$ cat src/hdl/fifo_pin_mux_cfg.svh
// register offsets, field positions, reset values and timing counts
`ifndef FIFO_PIN_MUX_CFG_SVH
`define FIFO_PIN_MUX_CFG_SVH

`define ADDR_CONFIG 8'h00
`define ADDR_THR_A_IN 8'h04
`define ADDR_THR_B_IN 8'h08
`define ADDR_THR_A_OUT 8'h0c
`define ADDR_STATUS 8'h10
`define ADDR_MASK 8'h14
`define ADDR_STATE 8'h18

`define CFG_PORT_MODE 2'h0
`define CFG_ENGINE_MODE 2'h2
`define CFG_FIFO_MODE 2'h3
`define CFG_RESET 2'h0

`define LEVEL_W 7
`define THR_RESET 7'h40

`define EV_WAKE 0
`define EV_A_IN_FLAG 1
`define EV_B_IN_FLAG 2
`define EV_A_OUT_FLAG 3
`define EV_W 4

`define SYS_CLK_MHZ 100
`define INT_CLK_MHZ 48
`define INT_DIV (`SYS_CLK_MHZ / `INT_CLK_MHZ)

`endif

$ cat src/hdl/fifo_pin_mux_pkg.sv
// types shared by the pin multiplexer files
package fifo_pin_mux_pkg;
	typedef struct packed {
		logic [3:0] ready;
		logic selA;
		logic selB;
		logic extClk;
		logic clkSel;
		logic wakeN;
		logic [7:0] aBus;
		logic [7:0] bBus;
	} pinSample_type;

	typedef struct packed {
		logic [6:0] aIn;
		logic [6:0] bIn;
		logic [6:0] aOut;
	} fillLevel_type;

	typedef struct packed {
		logic aWrite;
		logic bWrite;
		logic aRead;
		logic bRead;
		logic [7:0] data;
	} fifoStrobe_type;

	typedef enum logic {RUNNING, SUSPENDED} power_type;
endpackage

$ cat src/hdl/pin_sync.sv
// two flip-flop synchroniser for pins from outside the clock domain
`timescale 1ns/1ps
module pin_sync #(
	parameter int WIDTH = 1
) (
	// clock and reset
	input wire logic sys_clk,
	input wire logic nrst,
	// pins and synchronised copy
	input wire logic [WIDTH-1:0] pinIn,
	output logic [WIDTH-1:0] pinOut
);
	typedef struct packed {
		logic [WIDTH-1:0] first;
		logic [WIDTH-1:0] second;
	} sync_type;

	sync_type state;
	sync_type next_state;

	// first stage feeds only the second stage
	always_comb
	begin
		next_state = state;
		next_state.first = pinIn;
		next_state.second = state.first;
	end

	always_ff @(posedge sys_clk or negedge nrst)
	begin
		if (!nrst)
			state <= '0;
		else
			state <= next_state;
	end

	assign pinOut = state.second;
endmodule

$ cat src/hdl/fifo_interface_pin_mux.sv
// pin multiplexer for the parallel interface control and flag pins
//
// Local design decisions: the Wishbone slave port and the address map.
`timescale 1ns/1ps
`include "fifo_pin_mux_cfg.svh"
module fifo_interface_pin_mux (
	// clock and reset
	input wire logic sys_clk,
	input wire logic nrst,
	// wishbone slave
	input wire logic wb_cyc_i,
	input wire logic wb_stb_i,
	input wire logic wb_we_i,
	input wire logic [7:0] wb_adr_i,
	input wire logic [3:0] wb_sel_i,
	input wire logic [31:0] wb_dat_i,
	output logic [31:0] wb_dat_o,
	output logic wb_ack_o,
	output logic irq,
	// shared input pins
	input wire logic readyIn2,
	input wire logic readyIn3,
	input wire logic readyIn4,
	input wire logic readyIn5,
	input wire logic fifoPairASelect,
	input wire logic fifoPairBSelect,
	input wire logic externalInterfaceClock,
	input wire logic interfaceClockSelect,
	input wire logic wakeupN,
	// shared output pins
	output logic engineCtrlOut0,
	output logic engineCtrlOut1,
	output logic engineCtrlOut2,
	// fifo data bus pins
	input wire logic [7:0] fifoADataBusIn,
	output logic [7:0] fifoADataBusOut,
	output logic fifoADataBusOe,
	input wire logic [7:0] fifoBDataBusIn,
	output logic [7:0] fifoBDataBusOut,
	output logic fifoBDataBusOe,
	// interface engine side
	input wire logic [2:0] engineCtrl,
	output logic [3:0] engineReady,
	output logic interfaceTick,
	// fifo storage side
	input wire fifo_pin_mux_pkg::fillLevel_type fillLevel,
	input wire logic [7:0] aOutData,
	input wire logic [7:0] bOutData,
	output fifo_pin_mux_pkg::fifoStrobe_type fifoStrobe,
	// processor power
	input wire logic suspendReq,
	output logic suspended,
	output logic oscillatorRun
);
	import fifo_pin_mux_pkg::*;

	typedef struct packed {
		logic ack;
		logic [31:0] rdata;
		logic [1:0] cfg;
		logic [6:0] thrAIn;
		logic [6:0] thrBIn;
		logic [6:0] thrAOut;
		logic [3:0] status;
		logic [3:0] mask;
		power_type power;
		logic [2:0] flags;
		logic [2:0] ctlOut;
		logic aDriveEn;
		logic bDriveEn;
		logic [7:0] aData;
		logic [7:0] bData;
		fifoStrobe_type strobe;
		logic extClkPrev;
		logic wakePrev;
		logic [1:0] divCnt;
		logic tick;
		logic [3:0] ready;
	} mux_type;

	localparam logic [1:0] DIV_LAST = 2'(`INT_DIV - 1);

	mux_type state;
	mux_type next_state;
	pinSample_type pins;

	logic fifoMode;
	logic engineMode;
	logic [2:0] levelHit;
	logic [3:0] events;
	logic busWrite;

	pin_sync #(
		.WIDTH($bits(pinSample_type))
	) u_sync (
		.sys_clk(sys_clk),
		.nrst(nrst),
		.pinIn({readyIn5, readyIn4, readyIn3, readyIn2, fifoPairASelect,
			fifoPairBSelect, externalInterfaceClock, interfaceClockSelect,
			wakeupN, fifoADataBusIn, fifoBDataBusIn}),
		.pinOut(pins)
	);

	assign fifoMode = (state.cfg == `CFG_FIFO_MODE);
	assign engineMode = (state.cfg == `CFG_ENGINE_MODE);
	assign busWrite = wb_cyc_i && wb_stb_i && wb_we_i && state.ack;

	// level compare against software thresholds
	assign levelHit[0] = (fillLevel.aIn >= state.thrAIn);
	assign levelHit[1] = (fillLevel.bIn >= state.thrBIn);
	assign levelHit[2] = (fillLevel.aOut >= state.thrAOut);

	always_comb
	begin
		next_state = state;
		events = '0;

		// interface rate: external clock edge or internal divider
		next_state.extClkPrev = pins.extClk;
		next_state.divCnt = (state.divCnt == DIV_LAST) ? 2'h0 :
			state.divCnt + 2'h1;
		if (pins.clkSel)
			next_state.tick = pins.extClk && !state.extClkPrev;
		else
			next_state.tick = (state.divCnt == DIV_LAST);

		// strobes sampled once per interface tick
		next_state.strobe = '0;
		if (fifoMode && state.tick)
		begin
			next_state.strobe.data = pins.ready[2] ?
				(pins.selA ? pins.aBus : pins.bBus) : 8'h00;
			next_state.strobe.aWrite = pins.ready[2] && pins.selA;
			next_state.strobe.bWrite = pins.ready[2] && pins.selB;
			next_state.strobe.aRead = pins.ready[3] && pins.selA &&
				pins.ready[0];
			next_state.strobe.bRead = pins.ready[3] && pins.selB &&
				pins.ready[1];
		end

		// bus drive follows the output enable pins in fifo mode only
		next_state.aDriveEn = fifoMode && pins.ready[0];
		next_state.bDriveEn = fifoMode && pins.ready[1];
		next_state.aData = aOutData;
		next_state.bData = bOutData;

		// engine sees ready pins only when it owns them
		next_state.ready = engineMode ? pins.ready : 4'h0;

		// flags and output pin selection
		next_state.flags = fifoMode ? levelHit : 3'h0;
		if (engineMode)
			next_state.ctlOut = engineCtrl;
		else if (fifoMode)
			next_state.ctlOut = levelHit;
		else
			next_state.ctlOut = 3'h0;

		// flag rise events
		events[`EV_A_IN_FLAG] = next_state.flags[0] && !state.flags[0];
		events[`EV_B_IN_FLAG] = next_state.flags[1] && !state.flags[1];
		events[`EV_A_OUT_FLAG] = next_state.flags[2] && !state.flags[2];

		// power: wake low holds off suspend, falling edge ends it
		next_state.wakePrev = pins.wakeN;
		case (state.power)
			RUNNING:
			begin
				if (suspendReq && pins.wakeN && state.wakePrev)
					next_state.power = SUSPENDED;
			end
			SUSPENDED:
			begin
				if (state.wakePrev && !pins.wakeN)
				begin
					next_state.power = RUNNING;
					events[`EV_WAKE] = 1'b1;
				end
			end
			default:
				next_state.power = RUNNING;
		endcase

		// wishbone: ack one cycle after request, dropped the next
		next_state.ack = wb_cyc_i && wb_stb_i && !state.ack;
		if (wb_cyc_i && wb_stb_i && !state.ack)
		begin
			case (wb_adr_i)
				`ADDR_CONFIG: next_state.rdata = {30'h0, state.cfg};
				`ADDR_THR_A_IN: next_state.rdata = {25'h0, state.thrAIn};
				`ADDR_THR_B_IN: next_state.rdata = {25'h0, state.thrBIn};
				`ADDR_THR_A_OUT: next_state.rdata = {25'h0, state.thrAOut};
				`ADDR_STATUS: next_state.rdata = {28'h0, state.status};
				`ADDR_MASK: next_state.rdata = {28'h0, state.mask};
				`ADDR_STATE: next_state.rdata = {18'h0, pins.ready,
					pins.selA, pins.selB, pins.wakeN,
					state.power == SUSPENDED, state.ctlOut, state.flags};
				default: next_state.rdata = 32'h0;
			endcase
		end

		// writes land at the ack edge; unmapped writes are dropped
		if (busWrite && wb_sel_i[0])
		begin
			case (wb_adr_i)
				`ADDR_CONFIG: next_state.cfg = wb_dat_i[1:0];
				`ADDR_THR_A_IN: next_state.thrAIn = wb_dat_i[6:0];
				`ADDR_THR_B_IN: next_state.thrBIn = wb_dat_i[6:0];
				`ADDR_THR_A_OUT: next_state.thrAOut = wb_dat_i[6:0];
				`ADDR_MASK: next_state.mask = wb_dat_i[3:0];
				`ADDR_STATUS:
					next_state.status = state.status & ~wb_dat_i[3:0];
				default: next_state.cfg = state.cfg;
			endcase
		end
		// a new event wins over a clear in the same cycle
		next_state.status = next_state.status | events;
	end

	always_ff @(posedge sys_clk or negedge nrst)
	begin
		if (!nrst)
		begin
			state <= '0;
			state.cfg <= `CFG_RESET;
			state.thrAIn <= `THR_RESET;
			state.thrBIn <= `THR_RESET;
			state.thrAOut <= `THR_RESET;
			state.power <= RUNNING;
			state.extClkPrev <= 1'b0;
			state.wakePrev <= 1'b1;
		end
		else
			state <= next_state;
	end

	assign wb_ack_o = state.ack;
	assign wb_dat_o = state.rdata;
	assign irq = |(state.status & state.mask);
	assign engineCtrlOut0 = state.ctlOut[0];
	assign engineCtrlOut1 = state.ctlOut[1];
	assign engineCtrlOut2 = state.ctlOut[2];
	assign fifoADataBusOut = state.aData;
	assign fifoADataBusOe = state.aDriveEn;
	assign fifoBDataBusOut = state.bData;
	assign fifoBDataBusOe = state.bDriveEn;
	assign engineReady = state.ready;
	assign interfaceTick = state.tick;
	assign fifoStrobe = state.strobe;
	assign suspended = (state.power == SUSPENDED);
	// oscillator stopped only while suspended
	assign oscillatorRun = (state.power == RUNNING);
endmodule

$ cat config.mk
export PLATFORM = sky130hd
export DESIGN_NAME = fifo_interface_pin_mux
export DESIGN_NICKNAME = d
export VERILOG_FILES = /design/src/hdl/fifo_pin_mux_pkg.sv /design/src/hdl/pin_sync.sv /design/src/hdl/fifo_interface_pin_mux.sv
export VERILOG_INCLUDE_DIRS = /design/src /design/src/hdl
export SDC_FILE = /design/constraint.sdc
export NUM_CORES = 1
export LEC_CHECK = 0
export ABC_CLOCK_PERIOD_IN_PS = 2450
export BUFFER_PORTS_ARGS = -buffer_cell sky130_fd_sc_hd__buf_2
export CAP_MARGIN = 20
export CORE_ASPECT_RATIO = 2
export CORE_MARGIN = 3
export CORE_UTILIZATION = 55
export CTS_CLUSTER_DIAMETER = 150
export DETAILED_ROUTE_END_ITERATION = 10
export PLACE_DENSITY = 0.86
export SKIP_CTS_REPAIR_TIMING = 1
export SYNTH_ARGS = -nofsm -noshare
export SYNTH_HDL_FRONTEND = slang
export SYNTH_HIERARCHICAL = 1
export SYNTH_SLANG_ARGS = --single-unit
$ cat constraint.sdc
create_clock -name sys_clk -period 2.45 [get_ports sys_clk]
set_input_delay 0.1225 -clock sys_clk [delete_from_list [all_inputs] [get_ports sys_clk]]
set_output_delay 0.1225 -clock sys_clk [all_outputs]
set_load 0.02 [all_outputs]
==> insert_results.sql <==
INSERT INTO impl_metrics (metric_group, metric, value, unit) VALUES
('status', 'outcome', 'finished clean', ''),
('logic_synthesis', 'synth_edf_count', '0', ''),
('timing', 'setup_violations', '0', ''),
('worst_setup_path', 'crit-reg2reg-capture', 'state[52]', ''),
('detailed_routing', 'drt_pre_antenna_iters', '5', ''),
('timing', 'maxClockFrequency', '0.521', 'GHz'),
('worst_setup_path', 'cp_cell_sequence', 'inv_1 > ha_1 > nand2_1 > o21ai_0 > nand3_1 > a21oi_1 > a22o_1', ''),
('floorplanning', 'die_height', '152', 'microns'),
('logic_synthesis', 'yosysUniqueCellTypes', '44', ''),
('logic_synthesis', 'synth-seq-area-share', '0.607', ''),
('timing', 'hold_viol', '0', ''),
('clock_tree', 'cts_tree', 'built', ''),
('worst_setup_path', 'required', '2790', 'ps'),
('worst_setup_path', 'crit_arrival', '2260', 'ps'),
('worst_setup_path', 'crit_path_max_delay_family', 'compound AO/OA/AOI/OAI gates', ''),
('logic_synthesis', 'synthesis.area', '5870', 'sq um'),
('floorplanning', 'floorplan_row_count', '52', ''),
('place', 'placement.io_buffers', '142', ''),
('power', 'worst_ir_drop_vdd', '0.731', 'mV'),
('global_routing', 'antenna_found_initial', '0', ''),
('global_routing', 'grt_max_degree', '80', ''),
('global_routing', 'first_global_vias', '4401', ''),
('worst_setup_path', 'startpoint_type', 'flop', ''),
('logic_synthesis', 'synth-async-reset-ratio', '1.00', ''),
('worst_setup_path', 'crit_fanout', '3', ''),
('worst_setup_path', 'beginning_of_the_worst_register_to_register_path', 'state[63]', ''),
('timing', 'fin_worst_skew', '8.03', 'ps'),
('logic_synthesis', 'ys_seq_elements', '142', ''),
('worst_setup_path', 'worstSetupPathDepth', '7', ''),
('floorplanning', 'floorplan.io_pins', '189', ''),
('timing', 'drv_slew', '0', ''),
('worst_setup_path', 'worstPathBufferInverterCount', '1', ''),
('finish', 'post_route_cells_drive_above_1_share', '0.321', ''),
('timing', 'setup-tns-final', '0', 'ps'),
('logic_synthesis', 'syn-instance-count', '481', ''),
('finish', 'multi_input_comb_area', '1730', 'sq um'),
('hold_path', 'min_path_type', 'in2reg', ''),
('detailed_routing', 'first_iter_violations', '247', ''),
('worst_setup_path', 'setup.worst_path.end', 'state[52]', ''),
('floorplanning', 'die_w', '79.0', 'microns'),
('worst_setup_path', 'worst_setup_path_startpoint', 'state[63]', ''),
('logic_synthesis', 'fraction_of_synthesized_cell_area_taken_by_the_top_area_cell_type', '0.589', ''),
('power', 'design_power_total', '5.19', 'mW'),
('place', 'dpl.cell_count', '706', ''),
('logic_synthesis', 'synth.area.top_cells', 'dfrtp_1 (59%), buf_4 (8.2%), ha_1 (4.5%)', ''),
('logic_synthesis', 'ys_dominant_reg_cell', 'dfrtp_1', ''),
('place', 'dpl.hpwl', '10200', 'microns'),
('clock_tree', 'deepest_level_of_the_cts_h_tree', '4', ''),
('timing', 'final.period_utilization', '0.784', ''),
('finish', 'cell_count_final_fillers_out', '787', ''),
('finish', 'layout.filler_cells', '728', ''),
('clock_tree', 'clkLatencyLatePin', '410', 'ps'),
('logic_synthesis', 'yosys.area.top_type', 'dfrtp_1', ''),
('global_routing', 'global_route.usage.total', '0.237', ''),
('worst_setup_path', 'setup.reg_to_reg.worst_slack', '530', 'ps'),
('floorplanning', 'initial_standard_cell_utilization_of_the_core', '0.571', ''),
('detailed_routing', 'avgRoutedWirePerCell', '19.1', 'microns'),
('timing', 'slew_headroom', '0.533', ''),
('clock_tree', 'clkTransAtPathRegs', '60', 'ps'),
('finish', 'areaGrowthSynthToFinish', '25.9', '%'),
('detailed_routing', 'ant_nets', '0', ''),
('power', 'p_per_area', '703', 'nW/um^2'),
('timing', 'worst_slew_pin_slew', '700', 'ps'),
('global_routing', 'grt_first_pass_wirelength', '21300', 'microns'),
('timing', 'grt_setup_unrepaired', 'false', ''),
('worst_setup_path', 'worst_r2r_path_depth', '7', ''),
('logic_synthesis', 'avgSynthCellArea', '12.2', 'sq um'),
('place', 'place_congestion', '0.916', ''),
('worst_setup_path', 'critical-path-max-stage-delay', '390', 'ps'),
('timing', 'period_minus_slack', '1920', 'ps'),
('clock_tree', 'cts-buffers-inserted', '17', '');
## synthesized netlist by cell type, drive strengths merged, types with 4 or more instances
cell type and n:
mux2i 23, dfrtp 138, ha 21, nand3 14, o31ai 5, nor3 6
a21oi 11, nor2b 5, a22o 9, dfstp 4, mux2 15, a31oi 4
a22oi 4, and3 4, clkbuf 7, inv 29, and2 4, a21o 6
o21ai 24, nor2 19, nand2 35, buf 69
## routing by layer
layer  global-route usage  up-vias  wire length [microns]
met5                    0        -                      0
met4                0.141        0                    766
met3               0.0664       48                    818
met2                0.444      198                   8680
met1                0.214     2055                   4770
li1                     -     1871                      -
## sequential cells by signal, indices dropped and copies added, names as in the netlist, 4 cells and up
signal / cells
engineReady: 4
fifoStrobe: 12
fifoADataBusOut: 8
wb_dat_o: 14
u_sync/next_state: 25
u_sync/pinOut: 25
fifoBDataBusOut: 8
state: 38
## how the worst min path moves through the flow
stage                        startpoint                   end  slack [ps]  cells after the start
after global placement             nrst  u_sync/next_state[5]         180                      1
after floorplan                    nrst        engineCtrlOut0        -170                      0
final                     engineCtrl[0]        engineCtrlOut0          20                      3
after detailed placement           nrst  u_sync/next_state[6]         200                      1
after global routing      engineCtrl[0]        engineCtrlOut0          20                      3
after CTS                          nrst     u_sync/pinOut[13]        -240                      1
## report_power, final
group          total (mW)  leakage [nW]  switching, mW  internal, mW
Combinational       0.375          1.82          0.216         0.159
Clock                2.38         0.267          0.976          1.40
Sequential           2.44          1.75         0.0335          2.41
## per-stage QoR
| step | hold WS, ps | instance area [sq um] | worst slack, ps |
|---|---|---|---|
| floorplan | -173 | 5930 | 588 |
| global placement | 177 | 6340 | 563 |
| detailed placement | 197 | 6340 | 533 |
| CTS | -244 | 6890 | 520 |
| global route | 17.0 | 7380 | 398 |
| finish | 21.3 | 7380 | 530 |
## kinds of logic after synthesis
family	synth area share
muxes	0.0693
AOI/OAI and AO/OA	0.0768
other	0.000639
buffers and inverters	0.110
and+or+nand+nor	0.0917
DFF	0.607
adders and majority gates	0.0448
## worst register-to-register path: cells and delay by family (launching register included)
kind | cells | cell delay [ps]
simple gates | 2 | 180
compound gates | 3 | 970
buf+inv | 1 | 70
flops | 1 | 350
fa+ha+maj | 1 | 290
## final cells by class
class,count,share of cell area
sequential,142,0.482
multi-input combinational,251,0.234
timing repair buffer,198,0.172
clock inverter,13,0.0159
clock buffer,19,0.0586
inverter,29,0.0147
tap,135,0.0229
## cell usage in the layout (no fill, tap or decap), drive strengths merged, types with 2 or more instances in the layout
cell type,synthesis,layout
a21o,6,6
nand4,3,3
nand3b,2,2
and2,4,4
a31oi,4,4
a22o,9,9
clkinvlp,0,2
nand2b,2,2
nor3,6,6
o211ai,3,3
nor2,19,19
clkbuf,7,19
dfstp,4,4
nor2b,5,5
dfrtp,138,138
or2,2,2
ha,21,21
clkinv,0,8
conb,1,18
inv,29,31
a21oi,11,11
mux2i,23,23
o31ai,5,5
nor4b,2,2
nand3,14,14
dlygate4sd3,0,49
a211oi,2,2
buf,69,149
and3,4,4
a22oi,4,4
o22ai,2,2
mux2,15,15
o21ai,24,24
nand2,35,35
Note: power is estimated with default switching activity, not from simulation.
